[src/logic/focpb_map.vh]
// constants of the motor tuning parameter bank: offsets, fields, resets
// assumes the including file runs on one system clock
//
// Contract
// brake align kp exponent is signed 4-bit
// brake align ki exponent is signed 6-bit
// reverse speed threshold is field plus one
// reverse d reference is field plus one
// tach gain scaled by two over pole-pairs; code leaves it unscaled at one pole pair
// pole-pair count is field plus one
// single bit enables no-motor start detection
// 12-bit unsigned stator inductance constant
// inductance fractional scaling is five plus field
// ramp-up d reference is field plus one
// drive d reference is minus field
// d-axis kp exponent is signed 5-bit
// d-axis ki exponent is signed 6-bit
// q-axis kp exponent is signed 5-bit
// exponents are two's complement values
`ifndef FOCPB_MAP_VH
`define FOCPB_MAP_VH

// ----------------------------------------------------------------
// register offsets (i2c register address space)
// ----------------------------------------------------------------
`define FOCPB_OFS_LS       12'h405
`define FOCPB_OFS_FGP_SH   12'h464
`define FOCPB_OFS_DREF_SH  12'h465
`define FOCPB_OFS_PIG_SH   12'h466
`define FOCPB_OFS_FGP_NV   12'h4C4
`define FOCPB_OFS_DREF_NV  12'h4C5
`define FOCPB_OFS_PIG_NV   12'h4C6

// ----------------------------------------------------------------
// reset values
// ----------------------------------------------------------------
`define FOCPB_RST_W32      32'h00000000
`define FOCPB_RST_W16      16'h0000

// ----------------------------------------------------------------
// fields of the tach gain / pole pair word
// ----------------------------------------------------------------
`define FOCPB_BAP_MSB      3
`define FOCPB_BAP_LSB      0
`define FOCPB_BAI_MSB      9
`define FOCPB_BAI_LSB      4
`define FOCPB_RST_MSB      12
`define FOCPB_RST_LSB      10
`define FOCPB_RDR_MSB      17
`define FOCPB_RDR_LSB      13
`define FOCPB_TG_MSB       27
`define FOCPB_TG_LSB       18
`define FOCPB_PP_MSB       30
`define FOCPB_PP_LSB       28
`define FOCPB_NMD_BIT      31

// ----------------------------------------------------------------
// fields of the stator inductance word
// ----------------------------------------------------------------
`define FOCPB_LS_MSB       11
`define FOCPB_LS_LSB       0
`define FOCPB_LSF_MSB      15
`define FOCPB_LSF_LSB      12
`define FOCPB_LSF_BASE     5'h05

// ----------------------------------------------------------------
// fields of the d current reference word
// ----------------------------------------------------------------
`define FOCPB_RUP_MSB      25
`define FOCPB_RUP_LSB      21
`define FOCPB_DRV_MSB      29
`define FOCPB_DRV_LSB      26

// ----------------------------------------------------------------
// fields of the current pi gain word
// ----------------------------------------------------------------
`define FOCPB_DKP_MSB      4
`define FOCPB_DKP_LSB      0
`define FOCPB_DKI_MSB      10
`define FOCPB_DKI_LSB      5
`define FOCPB_QKP_MSB      15
`define FOCPB_QKP_LSB      11

`endif

[src/logic/focpb_sync.v]
// two-stage synchroniser for one pin level
// assumes the pin is asynchronous to clk_sys; resets to a chosen idle level
`timescale 1ns/100ps
`default_nettype none

module focpb_sync #(
  parameter IDLE = 1'b1
)(
  input  wire clk_sys,
  input  wire rst_b,
  input  wire pin_in,
  output wire pin_sync
);

  reg meta_r;
  reg sync_r;

  always @(posedge clk_sys) begin
    if (!rst_b) begin
      meta_r <= IDLE;
      sync_r <= IDLE;
    end else begin
      meta_r <= pin_in;
      sync_r <= meta_r;
    end
  end

  assign pin_sync = sync_r;

endmodule // focpb_sync

`default_nettype wire

[src/logic/focpb_bank.v]
// tuning parameter bank with its i2c target port and decoded outputs
// assumes scl/sda pins arrive asynchronously; no clock stretching is done
`timescale 1ns/100ps
`default_nettype none
`include "focpb_map.vh"

module focpb_bank #(
  // target address on the two-wire bus; value is arbitrary
  parameter [6:0] DEV_ADDR = 7'h55
)(
  input  wire               clk_sys,
  input  wire               rst_b,
  input  wire               scl_in,
  input  wire               sda_in,
  output reg                sda_out,
  output reg                sda_oe,
  output reg  signed [3:0]  brake_align_prop_exp,
  output reg  signed [5:0]  brake_align_int_exp,
  output reg         [3:0]  reverse_openloop_speed_thresh,
  output reg         [5:0]  reverse_d_current_ref,
  output reg         [11:0] tach_gain_num,
  output reg         [3:0]  tach_gain_den,
  output reg         [3:0]  pole_pair_count,
  output reg                no_motor_detect_en,
  output reg         [11:0] stator_inductance,
  output reg  signed [4:0]  stator_inductance_frac,
  output reg         [5:0]  rampup_d_current_ref,
  output reg  signed [4:0]  drive_d_current_ref,
  output reg  signed [4:0]  d_axis_prop_exp,
  output reg  signed [5:0]  d_axis_int_exp,
  output reg  signed [4:0]  q_axis_prop_exp
);

  // ----------------------------------------------------------------
  // protocol states
  // ----------------------------------------------------------------
  localparam [6:0] ST_IDLE = 7'h01;
  localparam [6:0] ST_ADDR = 7'h02;
  localparam [6:0] ST_AACK = 7'h04;
  localparam [6:0] ST_RX   = 7'h08;
  localparam [6:0] ST_RACK = 7'h10;
  localparam [6:0] ST_TX   = 7'h20;
  localparam [6:0] ST_TACK = 7'h40;

  // ----------------------------------------------------------------
  // register storage
  // ----------------------------------------------------------------
  reg  [15:0] ls_r;
  reg  [31:0] fgp_sh_r;
  reg  [31:0] dref_sh_r;
  reg  [31:0] pig_sh_r;
  reg  [31:0] fgp_nv_r;
  reg  [31:0] dref_nv_r;
  reg  [31:0] pig_nv_r;

  // ----------------------------------------------------------------
  // serial engine state
  // ----------------------------------------------------------------
  reg  [6:0]  state_r;
  reg  [3:0]  cnt_r;
  reg  [7:0]  shift_r;
  reg         rw_r;
  reg         ack_r;
  reg  [2:0]  idx_r;
  reg  [1:0]  tx_idx_r;
  reg  [11:0] addr_r;
  reg  [23:0] wdata_r;
  reg  [31:0] rdata_r;
  reg         scl_d_r;
  reg         sda_d_r;
  reg  [31:0] rd_word;
  reg         wr_en;
  reg  [31:0] wr_word;

  wire        scl_s;
  wire        sda_s;
  wire        scl_rise;
  wire        scl_fall;
  wire        bus_start;
  wire        bus_stop;

  // ----------------------------------------------------------------
  // pin synchronisers
  // ----------------------------------------------------------------
  focpb_sync #(.IDLE(1'b1)) u_sync_scl (
    .clk_sys  (clk_sys),
    .rst_b    (rst_b),
    .pin_in   (scl_in),
    .pin_sync (scl_s)
  );

  focpb_sync #(.IDLE(1'b1)) u_sync_sda (
    .clk_sys  (clk_sys),
    .rst_b    (rst_b),
    .pin_in   (sda_in),
    .pin_sync (sda_s)
  );

  always @(posedge clk_sys) begin
    if (!rst_b) begin
      scl_d_r <= 1'b1;
      sda_d_r <= 1'b1;
    end else begin
      scl_d_r <= scl_s;
      sda_d_r <= sda_s;
    end
  end

  assign scl_rise  = scl_s & ~scl_d_r;
  assign scl_fall  = ~scl_s & scl_d_r;
  assign bus_start = scl_s & scl_d_r & sda_d_r & ~sda_s;
  assign bus_stop  = scl_s & scl_d_r & ~sda_d_r & sda_s;

  // ----------------------------------------------------------------
  // read decode
  // ----------------------------------------------------------------
  // unmapped addresses read as zero
  always @* begin
    rd_word = 32'h00000000;
    if (addr_r == `FOCPB_OFS_LS) begin
      rd_word = {16'h0000, ls_r};
    end else if (addr_r == `FOCPB_OFS_FGP_SH) begin
      rd_word = fgp_sh_r;
    end else if (addr_r == `FOCPB_OFS_DREF_SH) begin
      rd_word = dref_sh_r;
    end else if (addr_r == `FOCPB_OFS_PIG_SH) begin
      rd_word = pig_sh_r;
    end else if (addr_r == `FOCPB_OFS_FGP_NV) begin
      rd_word = fgp_nv_r;
    end else if (addr_r == `FOCPB_OFS_DREF_NV) begin
      rd_word = dref_nv_r;
    end else if (addr_r == `FOCPB_OFS_PIG_NV) begin
      rd_word = pig_nv_r;
    end
  end

  // fourth data byte completes a word write
  always @* begin
    wr_en   = (state_r == ST_RX) & scl_fall & (cnt_r == 4'h8)
              & (idx_r == 3'h5);
    wr_word = {wdata_r, shift_r};
  end

  // ----------------------------------------------------------------
  // register writes
  // ----------------------------------------------------------------
  // nvm image is storage only; no programming cycle is modelled
  always @(posedge clk_sys) begin
    if (!rst_b) begin
      ls_r      <= `FOCPB_RST_W16;
      fgp_sh_r  <= `FOCPB_RST_W32;
      dref_sh_r <= `FOCPB_RST_W32;
      pig_sh_r  <= `FOCPB_RST_W32;
      fgp_nv_r  <= `FOCPB_RST_W32;
      dref_nv_r <= `FOCPB_RST_W32;
      pig_nv_r  <= `FOCPB_RST_W32;
    end else if (wr_en) begin
      if (addr_r == `FOCPB_OFS_LS) begin
        ls_r <= wr_word[15:0];
      end else if (addr_r == `FOCPB_OFS_FGP_SH) begin
        fgp_sh_r <= wr_word;
      end else if (addr_r == `FOCPB_OFS_DREF_SH) begin
        dref_sh_r <= wr_word;
      end else if (addr_r == `FOCPB_OFS_PIG_SH) begin
        pig_sh_r <= wr_word;
      end else if (addr_r == `FOCPB_OFS_FGP_NV) begin
        fgp_nv_r <= wr_word;
      end else if (addr_r == `FOCPB_OFS_DREF_NV) begin
        dref_nv_r <= wr_word;
      end else if (addr_r == `FOCPB_OFS_PIG_NV) begin
        pig_nv_r <= wr_word;
      end
    end
  end

  // ----------------------------------------------------------------
  // serial engine
  // ----------------------------------------------------------------
  // start and stop win over any bit activity, even mid-byte
  always @(posedge clk_sys) begin
    if (!rst_b) begin
      state_r  <= ST_IDLE;
      cnt_r    <= 4'h0;
      shift_r  <= 8'h00;
      rw_r     <= 1'b0;
      ack_r    <= 1'b0;
      idx_r    <= 3'h0;
      tx_idx_r <= 2'h0;
      addr_r   <= 12'h000;
      wdata_r  <= 24'h000000;
      rdata_r  <= 32'h00000000;
    end else if (bus_start) begin
      state_r <= ST_ADDR;
      cnt_r   <= 4'h0;
      idx_r   <= 3'h0;
    end else if (bus_stop) begin
      state_r <= ST_IDLE;
    end else begin
      case (state_r)
        ST_ADDR, ST_RX: begin
          if (scl_rise && cnt_r != 4'h8) begin
            shift_r <= {shift_r[6:0], sda_s};
            cnt_r   <= cnt_r + 4'h1;
          end else if (scl_fall && cnt_r == 4'h8) begin
            cnt_r <= 4'h0;
            if (state_r == ST_ADDR) begin
              rw_r    <= shift_r[0];
              state_r <= (shift_r[7:1] == DEV_ADDR) ? ST_AACK : ST_IDLE;
            end else begin
              state_r <= ST_RACK;
              case (idx_r)
                3'h0: addr_r[11:8] <= shift_r[3:0];
                3'h1: addr_r[7:0]  <= shift_r;
                3'h5: addr_r       <= addr_r + 12'h001;
                default: wdata_r   <= {wdata_r[15:0], shift_r};
              endcase
              idx_r <= (idx_r == 3'h5) ? 3'h2 : idx_r + 3'h1;
            end
          end
        end
        ST_AACK: begin
          if (scl_fall) begin
            if (rw_r) begin
              state_r  <= ST_TX;
              rdata_r  <= rd_word;
              shift_r  <= rd_word[31:24];
              tx_idx_r <= 2'h0;
            end else begin
              state_r <= ST_RX;
            end
          end
        end
        ST_RACK: begin
          if (scl_fall) begin
            state_r <= ST_RX;
          end
        end
        ST_TX: begin
          if (scl_fall) begin
            shift_r <= {shift_r[6:0], 1'b0};
            if (cnt_r == 4'h7) begin
              cnt_r   <= 4'h0;
              state_r <= ST_TACK;
            end else begin
              cnt_r <= cnt_r + 4'h1;
            end
          end
        end
        ST_TACK: begin
          if (scl_rise) begin
            ack_r <= ~sda_s;
          end else if (scl_fall) begin
            if (!ack_r) begin
              state_r <= ST_IDLE;
            end else begin
              state_r  <= ST_TX;
              tx_idx_r <= tx_idx_r + 2'h1;
              // address advances as the last byte of a word starts
              if (tx_idx_r == 2'h3) begin
                rdata_r <= rd_word;
                shift_r <= rd_word[31:24];
              end else if (tx_idx_r == 2'h0) begin
                shift_r <= rdata_r[23:16];
              end else if (tx_idx_r == 2'h1) begin
                shift_r <= rdata_r[15:8];
              end else begin
                shift_r <= rdata_r[7:0];
                addr_r  <= addr_r + 12'h001;
              end
            end
          end
        end
        default: begin
          state_r <= ST_IDLE;
        end
      endcase
    end
  end

  // ----------------------------------------------------------------
  // open-drain data pin
  // ----------------------------------------------------------------
  // output level never changes; only the enable pulls the line low
  always @(posedge clk_sys) begin
    if (!rst_b) begin
      sda_out <= 1'b0;
      sda_oe  <= 1'b0;
    end else begin
      sda_out <= 1'b0;
      sda_oe  <= (state_r == ST_AACK) | (state_r == ST_RACK)
                 | ((state_r == ST_TX) & ~shift_r[7]);
    end
  end

  // ----------------------------------------------------------------
  // decoded controller values, taken from the shadow copies
  // ----------------------------------------------------------------
  always @(posedge clk_sys) begin
    if (!rst_b) begin
      brake_align_prop_exp          <= 4'h0;
      brake_align_int_exp           <= 6'h00;
      reverse_openloop_speed_thresh <= 4'h0;
      reverse_d_current_ref         <= 6'h00;
      tach_gain_num                 <= 12'h000;
      tach_gain_den                 <= 4'h0;
      pole_pair_count               <= 4'h0;
      no_motor_detect_en            <= 1'b0;
      stator_inductance             <= 12'h000;
      stator_inductance_frac        <= 5'h00;
      rampup_d_current_ref          <= 6'h00;
      drive_d_current_ref           <= 5'h00;
      d_axis_prop_exp               <= 5'h00;
      d_axis_int_exp                <= 6'h00;
      q_axis_prop_exp               <= 5'h00;
    end else begin
      // signed kp exponent
      brake_align_prop_exp <= fgp_sh_r[`FOCPB_BAP_MSB:`FOCPB_BAP_LSB];
      // signed ki exponent
      brake_align_int_exp <= fgp_sh_r[`FOCPB_BAI_MSB:`FOCPB_BAI_LSB];
      // threshold in 0.390625% steps
      reverse_openloop_speed_thresh <=
        {1'b0, fgp_sh_r[`FOCPB_RST_MSB:`FOCPB_RST_LSB]} + 4'h1;
      // reference in 3.125% steps
      reverse_d_current_ref <=
        {1'b0, fgp_sh_r[`FOCPB_RDR_MSB:`FOCPB_RDR_LSB]} + 6'h01;
      // gain is num/den in 1/256 units; doubling avoids a divider
      if (fgp_sh_r[`FOCPB_PP_MSB:`FOCPB_PP_LSB] == 3'h0) begin
        tach_gain_num <=
          {1'b0, {1'b0, fgp_sh_r[`FOCPB_TG_MSB:`FOCPB_TG_LSB]} + 11'h001};
        tach_gain_den <= 4'h1;
      end else begin
        tach_gain_num <=
          {{1'b0, fgp_sh_r[`FOCPB_TG_MSB:`FOCPB_TG_LSB]} + 11'h001, 1'b0};
        tach_gain_den <=
          {1'b0, fgp_sh_r[`FOCPB_PP_MSB:`FOCPB_PP_LSB]} + 4'h1;
      end
      // pole-pair count
      pole_pair_count <=
        {1'b0, fgp_sh_r[`FOCPB_PP_MSB:`FOCPB_PP_LSB]} + 4'h1;
      // detection enable bit
      no_motor_detect_en <= fgp_sh_r[`FOCPB_NMD_BIT];
      // unsigned inductance constant
      stator_inductance <= ls_r[`FOCPB_LS_MSB:`FOCPB_LS_LSB];
      // five plus signed field
      stator_inductance_frac <= `FOCPB_LSF_BASE
        + {ls_r[`FOCPB_LSF_MSB], ls_r[`FOCPB_LSF_MSB:`FOCPB_LSF_LSB]};
      // reference in 3.125% steps
      rampup_d_current_ref <=
        {1'b0, dref_sh_r[`FOCPB_RUP_MSB:`FOCPB_RUP_LSB]} + 6'h01;
      // negated, 1.5625% steps
      drive_d_current_ref <=
        5'h00 - {1'b0, dref_sh_r[`FOCPB_DRV_MSB:`FOCPB_DRV_LSB]};
      // d-axis kp exponent
      d_axis_prop_exp <= pig_sh_r[`FOCPB_DKP_MSB:`FOCPB_DKP_LSB];
      // d-axis ki exponent
      d_axis_int_exp <= pig_sh_r[`FOCPB_DKI_MSB:`FOCPB_DKI_LSB];
      // q-axis kp exponent
      q_axis_prop_exp <= pig_sh_r[`FOCPB_QKP_MSB:`FOCPB_QKP_LSB];
    end
  end

endmodule // focpb_bank

`default_nettype wire

[config.mk]
export PLATFORM = sky130hd
export DESIGN_NAME = focpb_bank
export DESIGN_NICKNAME = d
export VERILOG_FILES = /design/src/logic/focpb_sync.v /design/src/logic/focpb_bank.v
export VERILOG_INCLUDE_DIRS = /design/src /design/src/logic
export SDC_FILE = /design/constraint.sdc
export NUM_CORES = 1
export LEC_CHECK = 0
export ABC_AREA = 1
export BUFFER_PORTS_ARGS = -buffer_cell sky130_fd_sc_hd__buf_2
export CAP_MARGIN = 30
export CORE_UTILIZATION = 30
export DETAILED_ROUTE_END_ITERATION = 16
export GPL_TIMING_DRIVEN = 0
export PLACE_DENSITY = 0.5
export SLEW_MARGIN = 20
export SYNTH_ARGS = -nofsm -noshare
export SYNTH_HDL_FRONTEND = slang
export SYNTH_SLANG_ARGS = --single-unit
[constraint.sdc]
create_clock -name clk_sys -period 2.5 [get_ports clk_sys]
set_clock_uncertainty 0.15 [all_clocks]
set_input_delay 0.125 -clock clk_sys [delete_from_list [all_inputs] [get_ports clk_sys]]
set_output_delay 0.125 -clock clk_sys [all_outputs]
set_load 0.03 [all_outputs]
==> impl_results.md, run 1 <==
- Ys Warns: 0
- Post-layout min period: 2.39 ns
- Post-layout util: 37.3%
- RSZ-0062 raised after global routing: yes
- PortBufs: 88
- CTS clk-pin slew, worst paths: 0.06 ns
- Dpl ws: -0.837 ns
- Worst EP required: 2.84 ns
- Final non-filler cell total: 3,220
- DR iter-0 viols: 1,305
- Setup TNS: 0 ns
- Slew @ Worst Pin: 0.994 ns
- Num Clock Sinks: 386
- DRT Pass-1 Iters: 8
- Number of buffers created by CTS: 43
- Die span in y: 239 µm
- Clock power frac: 51.0%
- Critical Path Source Type: flip-flop
- Ys flop type: dfxtp_1
- N_diodes: 0
- Syn_nets: 2,290
- PwrDens: 635 nW/µm²
- Post-synth EDFFs: 0
- Fraction of layout cells with a size suffix above 1: 16.3%
- Sequential area share after synthesis: 46.0%
- PnR worst setup slack: 0.108 ns
- I/O Pins: 91
- Routed wire per std cell: 20.5 µm
- Post-synth ARST share: 0%
- Global Route Usage Sum: 23.0%
- Vias in the first global route: 15.6k
- Combinational power share: 1.9%
- Max-cap violation count: 0
- Final Hold Fails: 0
- Starting Density: 30.4%
- Post-Synthesis Cells: 2,266
- Crit-path max FO: 10
- Vias/cell: 5.07
- Post-route ant nets: 0
- DP HPWL: 48.6 mm
- DRC Markers: 0
- GRT Residual Overflow: 0
- Largest net degree at the start of global routing: 14
- Final worst path period share: 95.7%
- Power Total: 0.0131 W
- Mapped Avg Cell Area: 7.41 µm²
- Net switching power: 0.00292 W
- Seq cells post-synth: 386
- Rel. slew slack: 33.8%
- P&R area growth vs syn: 22.6%
- Gpl congestion: 0.907
- Die width: 239 µm
- Leakage power: 8.84 nW
- Endpoint class of the critical path: flip-flop
- Final #Nets: 2,464
- Clk buf depth: 3
- Antenna violations before repair: 1
- Hold Crit Class: input port to flip-flop
- Internal Power: 0.0102 W
- WS Path Type: flip-flop to flip-flop
- Commonest non-fill, non-tap cell in the layout: nand2_1
- Outcome: completed
- # rows: 86
- CORE AREA: 55,200 µm²
- Count of final setup violators: 0
- Final WL: 66.0 mm
- Most frequent cells in the layout: 442 x nand2_1, 383 x dfxtp_1, 284 x nor2_1
- # H-tree levels: 2
- Mapped cell area: 16,800 µm²
- Peak Freq: 418 MHz
- Global-route wire length before repair: 97.9 mm
- Clk_lat worst skew: 0.60 ns
- Synth cell types: 44
- Sequential share of power: 47.1%
- Placed cells: 3,104
- Die Area: 57,000 µm²
- Via count: 16.3k
- Final slew viol count: 0
- Sw Ratio: 22.3%
- CTS tree: yes
- Worst path arrival time: 2.73 ns
- Worst vdd ir: 0.402 mV
- CTS Root Cell: clkbuf_16
[final cells by class]
class                   count  area, µm²
flip-flops and latches    386       7730
fillers                  5782      34600
plain buffers             129        828
clock buffers              60       1230
clock inverters            17        225
inverters                 229        891
multi-input cells        1521       7880
well taps                 748        936
repair buffers            130        875
[power groups by stage]
| stage | combinational (W) | sequential (W) | clock, W |
|---|---|---|---|
| floorplan | 0.000113 | 0.00632 | 0 |
| detailed placement | 0.000241 | 0.00630 | 0 |
| global placement | 0.000234 | 0.00630 | 0 |
| finish | 0.000247 | 0.00617 | 0.00667 |
| global route | 0.000261 | 0.00616 | 0.00702 |
| CTS | 0.000246 | 0.00616 | 0.00675 |
[state kept, by name, summed over array words and instances (netlist names), 16 cells and up]
name and flops:
fgp_nv_r 32, pig_nv_r 32, dref_nv_r 32, fgp_sh_r 32, wdata_r 24, dref_sh_r 32, rdata_r 24, ls_r 16
pig_sh_r 32
[kinds of logic (layout without fill, tap and decap cells)]
logic type / count (synthesis) / in the layout / synth area share (%)
compound gates: 523 / 523 / 18.6
xor+xnor: 16 / 16 / 0.834
fa+ha+maj: 20 / 20 / 1.49
buf+inv: 359 / 565 / 8.90
flops: 386 / 386 / 46.0
other cells: 1 / 1 / 0.0223
simple gates: 961 / 961 / 24.2
[metrics by stage]
stage	hold slack, ns	cell area, µm²
after floorplan	0.0816	16800
after global placement	0.164	18200
after detailed placement	0.168	18200
after CTS	0.0865	20200
after global routing	0.115	20600
final	0.0995	20600
[worst paths after layout]
| check | from | endpoint | slack (ns) | cells past startpoint |
|---|---|---|---|---|
| setup / recovery | u_sync_scl.pin_sync$_SDFF_PN1_ | pig_sh_r[11]$_SDFFE_PN0P_ | 0.11 | 9 |
| hold / removal | sda_in | u_sync_sda.meta_r$_SDFF_PN1_ | 0.1 | 3 |
| setup reg to reg | u_sync_scl.pin_sync$_SDFF_PN1_ | pig_sh_r[11]$_SDFFE_PN0P_ | 0.11 | 9 |
| hold reg to reg | u_sync_sda.meta_r$_SDFF_PN1_ | u_sync_sda.pin_sync$_SDFF_PN1_ | 0.27 | 1 |
[routing by layer]
metal | share of wire, % | vias to the layer above | track usage, %
met2 | 47 | 551 | 38.3
li1 | - | 7817 | -
met4 | 3.4 | 0 | 9.25
met1 | 44 | 7816 | 30.0
met3 | 5.6 | 131 | 2.77
met5 | 0 | - | 0
[Yosys cell counts, types with 5 or more instances]
| cell | instances | area (µm²) |
|---|---|---|
| nand2_1 | 450 | 1690 |
| dfxtp_1 | 386 | 7730 |
| nor2_1 | 297 | 1110 |
| a21oi_1 | 234 | 1170 |
| inv_1 | 211 | 792 |
| nand3_1 | 100 | 500 |
| a211oi_1 | 96 | 721 |
| o21ai_0 | 79 | 395 |
| clkbuf_1 | 69 | 259 |
| o21ai_1 | 58 | 290 |
| nor3_1 | 54 | 270 |
| buf_2 | 34 | 170 |
| a211oi_2 | 28 | 350 |
| nand4_1 | 21 | 131 |
| ha_1 | 20 | 250 |
| inv_2 | 14 | 52.6 |
| buf_4 | 12 | 90.1 |
| xor2_1 | 12 | 105 |
| o22ai_1 | 11 | 68.8 |
| buf_6 | 8 | 90.1 |
| buf_1 | 7 | 26.3 |
| o211ai_1 | 7 | 52.6 |
| or2_2 | 7 | 43.8 |
| nor4_1 | 6 | 37.5 |
| nand2_2 | 5 | 31.3 |
| nor2_2 | 5 | 31.3 |
[what timing repair did]
action | 4_1_cts | 5_1_grt
endpoints found under the setup margin | 274 | 234
gates cloned | 0 | 3
hold buffers | 3 | 0
gates resized for setup | 101 | 84
endpoints found under the hold margin | 6 | 0
pin swaps | 15 | 16
buffers inserted | 19 | 15
[worst max-delay path, stage by stage (launching register included)]
cell      delay, ns
dfxtp_1        0.32
inv_2          0.06
nand2_1        0.23
nor2_4         0.30
nand3_4        0.16
nor3_4         0.28
buf_4          0.17
nand2_4        0.12
buf_2          0.24
a211oi_1       0.24
Power figures use the tool's default switching activity.
==> run 2: changes to the inputs <==
--- a/config.mk
+++ b/config.mk
@@ -12,7 +12,7 @@
 export CORE_UTILIZATION = 30
 export DETAILED_ROUTE_END_ITERATION = 16
 export GPL_TIMING_DRIVEN = 0
-export PLACE_DENSITY = 0.5
+export PLACE_DENSITY = 0.43
 export SLEW_MARGIN = 20
 export SYNTH_ARGS = -nofsm -noshare
 export SYNTH_HDL_FRONTEND = slang
==> impl_results.md, run 2 (same netlist as run 1, synthesis figures left out) <==
- P&R area growth vs syn: 23.6%
- CTS tree: yes
- DP HPWL: 50.6 mm
- Crit-path slowest cell: clkbuf_1
- Die width: 239 µm
- Outcome: completed
- Crit path max-delay family: buffers and inverters
- Die Area: 57,000 µm²
- Largest net degree at the start of global routing: 13
- Via count: 16.4k
- N_diodes: 0
- Hold Crit Class: input port to flip-flop
- PwrDens: 645 nW/µm²
- Critical Path Source Type: input port
- Count of final setup violators: 0
- Register-to-register path setup slack: 0.06 ns
- CTS clk-pin slew, worst paths: 0.06 ns
- Die span in y: 239 µm
- Slew @ Worst Pin: 1.08 ns
- Worst EP required: 2.86 ns
- Area post-placement: 18,200 µm²
- Endpoint class of the critical path: flip-flop
- # rows: 86
- Final #Nets: 2,478
- Final worst path period share: 99.8%
- Worst r2r src: addr_r[0]$_SDFFE_PN0P_
- Crit path buf inv count: 5
- Crit-path cells: dlygate4sd3_1, clkbuf_1, clkbuf_1, clkbuf_1, nand2_1, inv_1
- # H-tree levels: 2
- Fraction of layout cells with a size suffix above 1: 17.4%
- Worst path arrival time: 2.86 ns
- Global-route wire length before repair: 101 mm
- Final WL: 68.5 mm
- CORE AREA: 55,200 µm²
- Final slew viol count: 0
- Global Route Usage Sum: 23.9%
- Fillers: 5,862
- CTS Root Cell: clkbuf_16
- Clk_lat worst skew: 0.59 ns
- End of the worst hold path: u_sync_sda.meta_r$_SDFF_PN1_
- Vias/cell: 5.07
- DRT Pass-1 Iters: 5
- DRC Markers: 0
- Most frequent cells in the layout: 433 x nand2_1, 379 x dfxtp_1, 284 x nor2_1
- Final Hold Fails: 0
- DR iter-0 viols: 1,396
- WHS: 0.118 ns
- PortBufs: 88
- Post-route ant nets: 0
- Post-layout min period: 2.50 ns
- CP max stage delay: 0.79 ns
- Routed wire per std cell: 21.2 µm
- Worst vdd ir: 0.396 mV
- Setup TNS: 0 ns
- R2R cell count: 12
- Clk buf depth: 3
- Worst hold start: sda_in
- Depth of the worst hold-timing path: 3
- RR Endpoint: dref_nv_r[8]$_SDFFE_PN0P_
- I/O Pins: 91
- Number of buffers created by CTS: 46
- Max-cap violation count: 0
- Design area: 20,800 µm²
- GRT Residual Overflow: 0
- WS Path Type: input port to flip-flop
- Antenna violations before repair: 2
- Vias in the first global route: 15.6k
- Top cell by count, worst path: clkbuf_1
- Leakage power: 8.95 nW
- Num Clock Sinks: 386
- Crit-path max FO: 10
- Peak Freq: 401 MHz
- Commonest non-fill, non-tap cell in the layout: nand2_1
- Starting Density: 30.4%
- Gpl congestion: 0.928
- Rel. slew slack: 27.8%
run 2: cell count changes in the layout (fill, tap and decap cells not counted), moves of 4 or more:
cell,previous run,this run
buf_4,45,61
clkinv_2,11,5
clkbuf_2,9,13
clkbuf_1,58,54
nand2_1,442,433
clkbuf_8,8,13
dfxtp_2,2,6
nand2_2,11,19
dfxtp_1,383,379
run 2: power breakdown:
group / internal [W] / leakage, nW / switching [W]
Sequential: 0.00616 / 3.12 / 0.00000445
Combinational: 0.0000407 / 5.08 / 0.000206
Clock: 0.00426 / 0.759 / 0.00273
Total: 0.0105 / 8.95 / 0.00294
run 2: how the worst max path moves through the flow:
stage / start / to / slack [ns] / cells after the start
CTS: addr_r[9]$_SDFFE_PN0P_ / shift_r[3]$_SDFFE_PN0P_ / -0.008 / 15
global placement: idx_r[1]$_SDFFE_PP0P_ / wdata_r[7]$_SDFFE_PN0P_ / -0.90 / 11
floorplan: idx_r[1]$_SDFFE_PP0P_ / wdata_r[7]$_SDFFE_PN0P_ / 0.31 / 11
detailed placement: idx_r[1]$_SDFFE_PP0P_ / wdata_r[7]$_SDFFE_PN0P_ / -0.95 / 11
global route: cnt_r[0]$_SDFFE_PP0P_ / dref_sh_r[7]$_SDFFE_PN0P_ / -0.004 / 10
finish: rst_b / brake_align_prop_exp[2]$_SDFF_PN0_ / 0.004 / 6
run 2: metrics by stage:
step                worst slack, ns  utilization, %  std cells  total power [W]
floorplan                     0.309               -       2266          0.00643
global placement             -0.903            32.9       3102          0.00654
detailed placement           -0.948            32.9       3102          0.00654
CTS                        -0.00835            37.0       3213           0.0135
global route               -0.00394            37.6       3236           0.0138
finish                      0.00398            37.6       3236           0.0134
run 2: final cells by class:
class,instances,area (µm²),area share (%)
multi-input cells,1521,7880,37.9
flip-flops and latches,386,7740,37.3
clock buffers,71,1370,6.58
well taps,748,936,4.51
repair buffers,143,915,4.40
inverters,229,888,4.28
plain buffers,127,861,4.14
clock inverters,11,190,0.916
run 2: what timing repair did:
item | in CTS | in global routing
hold buffers | 3 | 0
hold endpoints to repair | 6 | 0
setup endpoints to repair | 274 | 214
gates resized for setup | 126 | 89
setup buffers | 27 | 24
gates cloned | 1 | 0
pin swaps | 16 | 24
run 2: metal layers:
layer	GRT usage [%]	up-vias	share of wire (%)
met5	0	-	0
met4	9.67	0	3.9
met3	2.90	136	5.1
met2	38.3	475	45
met1	32.6	7951	46
li1	-	7848	-
run 2: tightest hold or removal path: stages:
cell and delay, ns:
dlygate4sd3_1 0.52, buf_2 0.09, or2_2 0.08
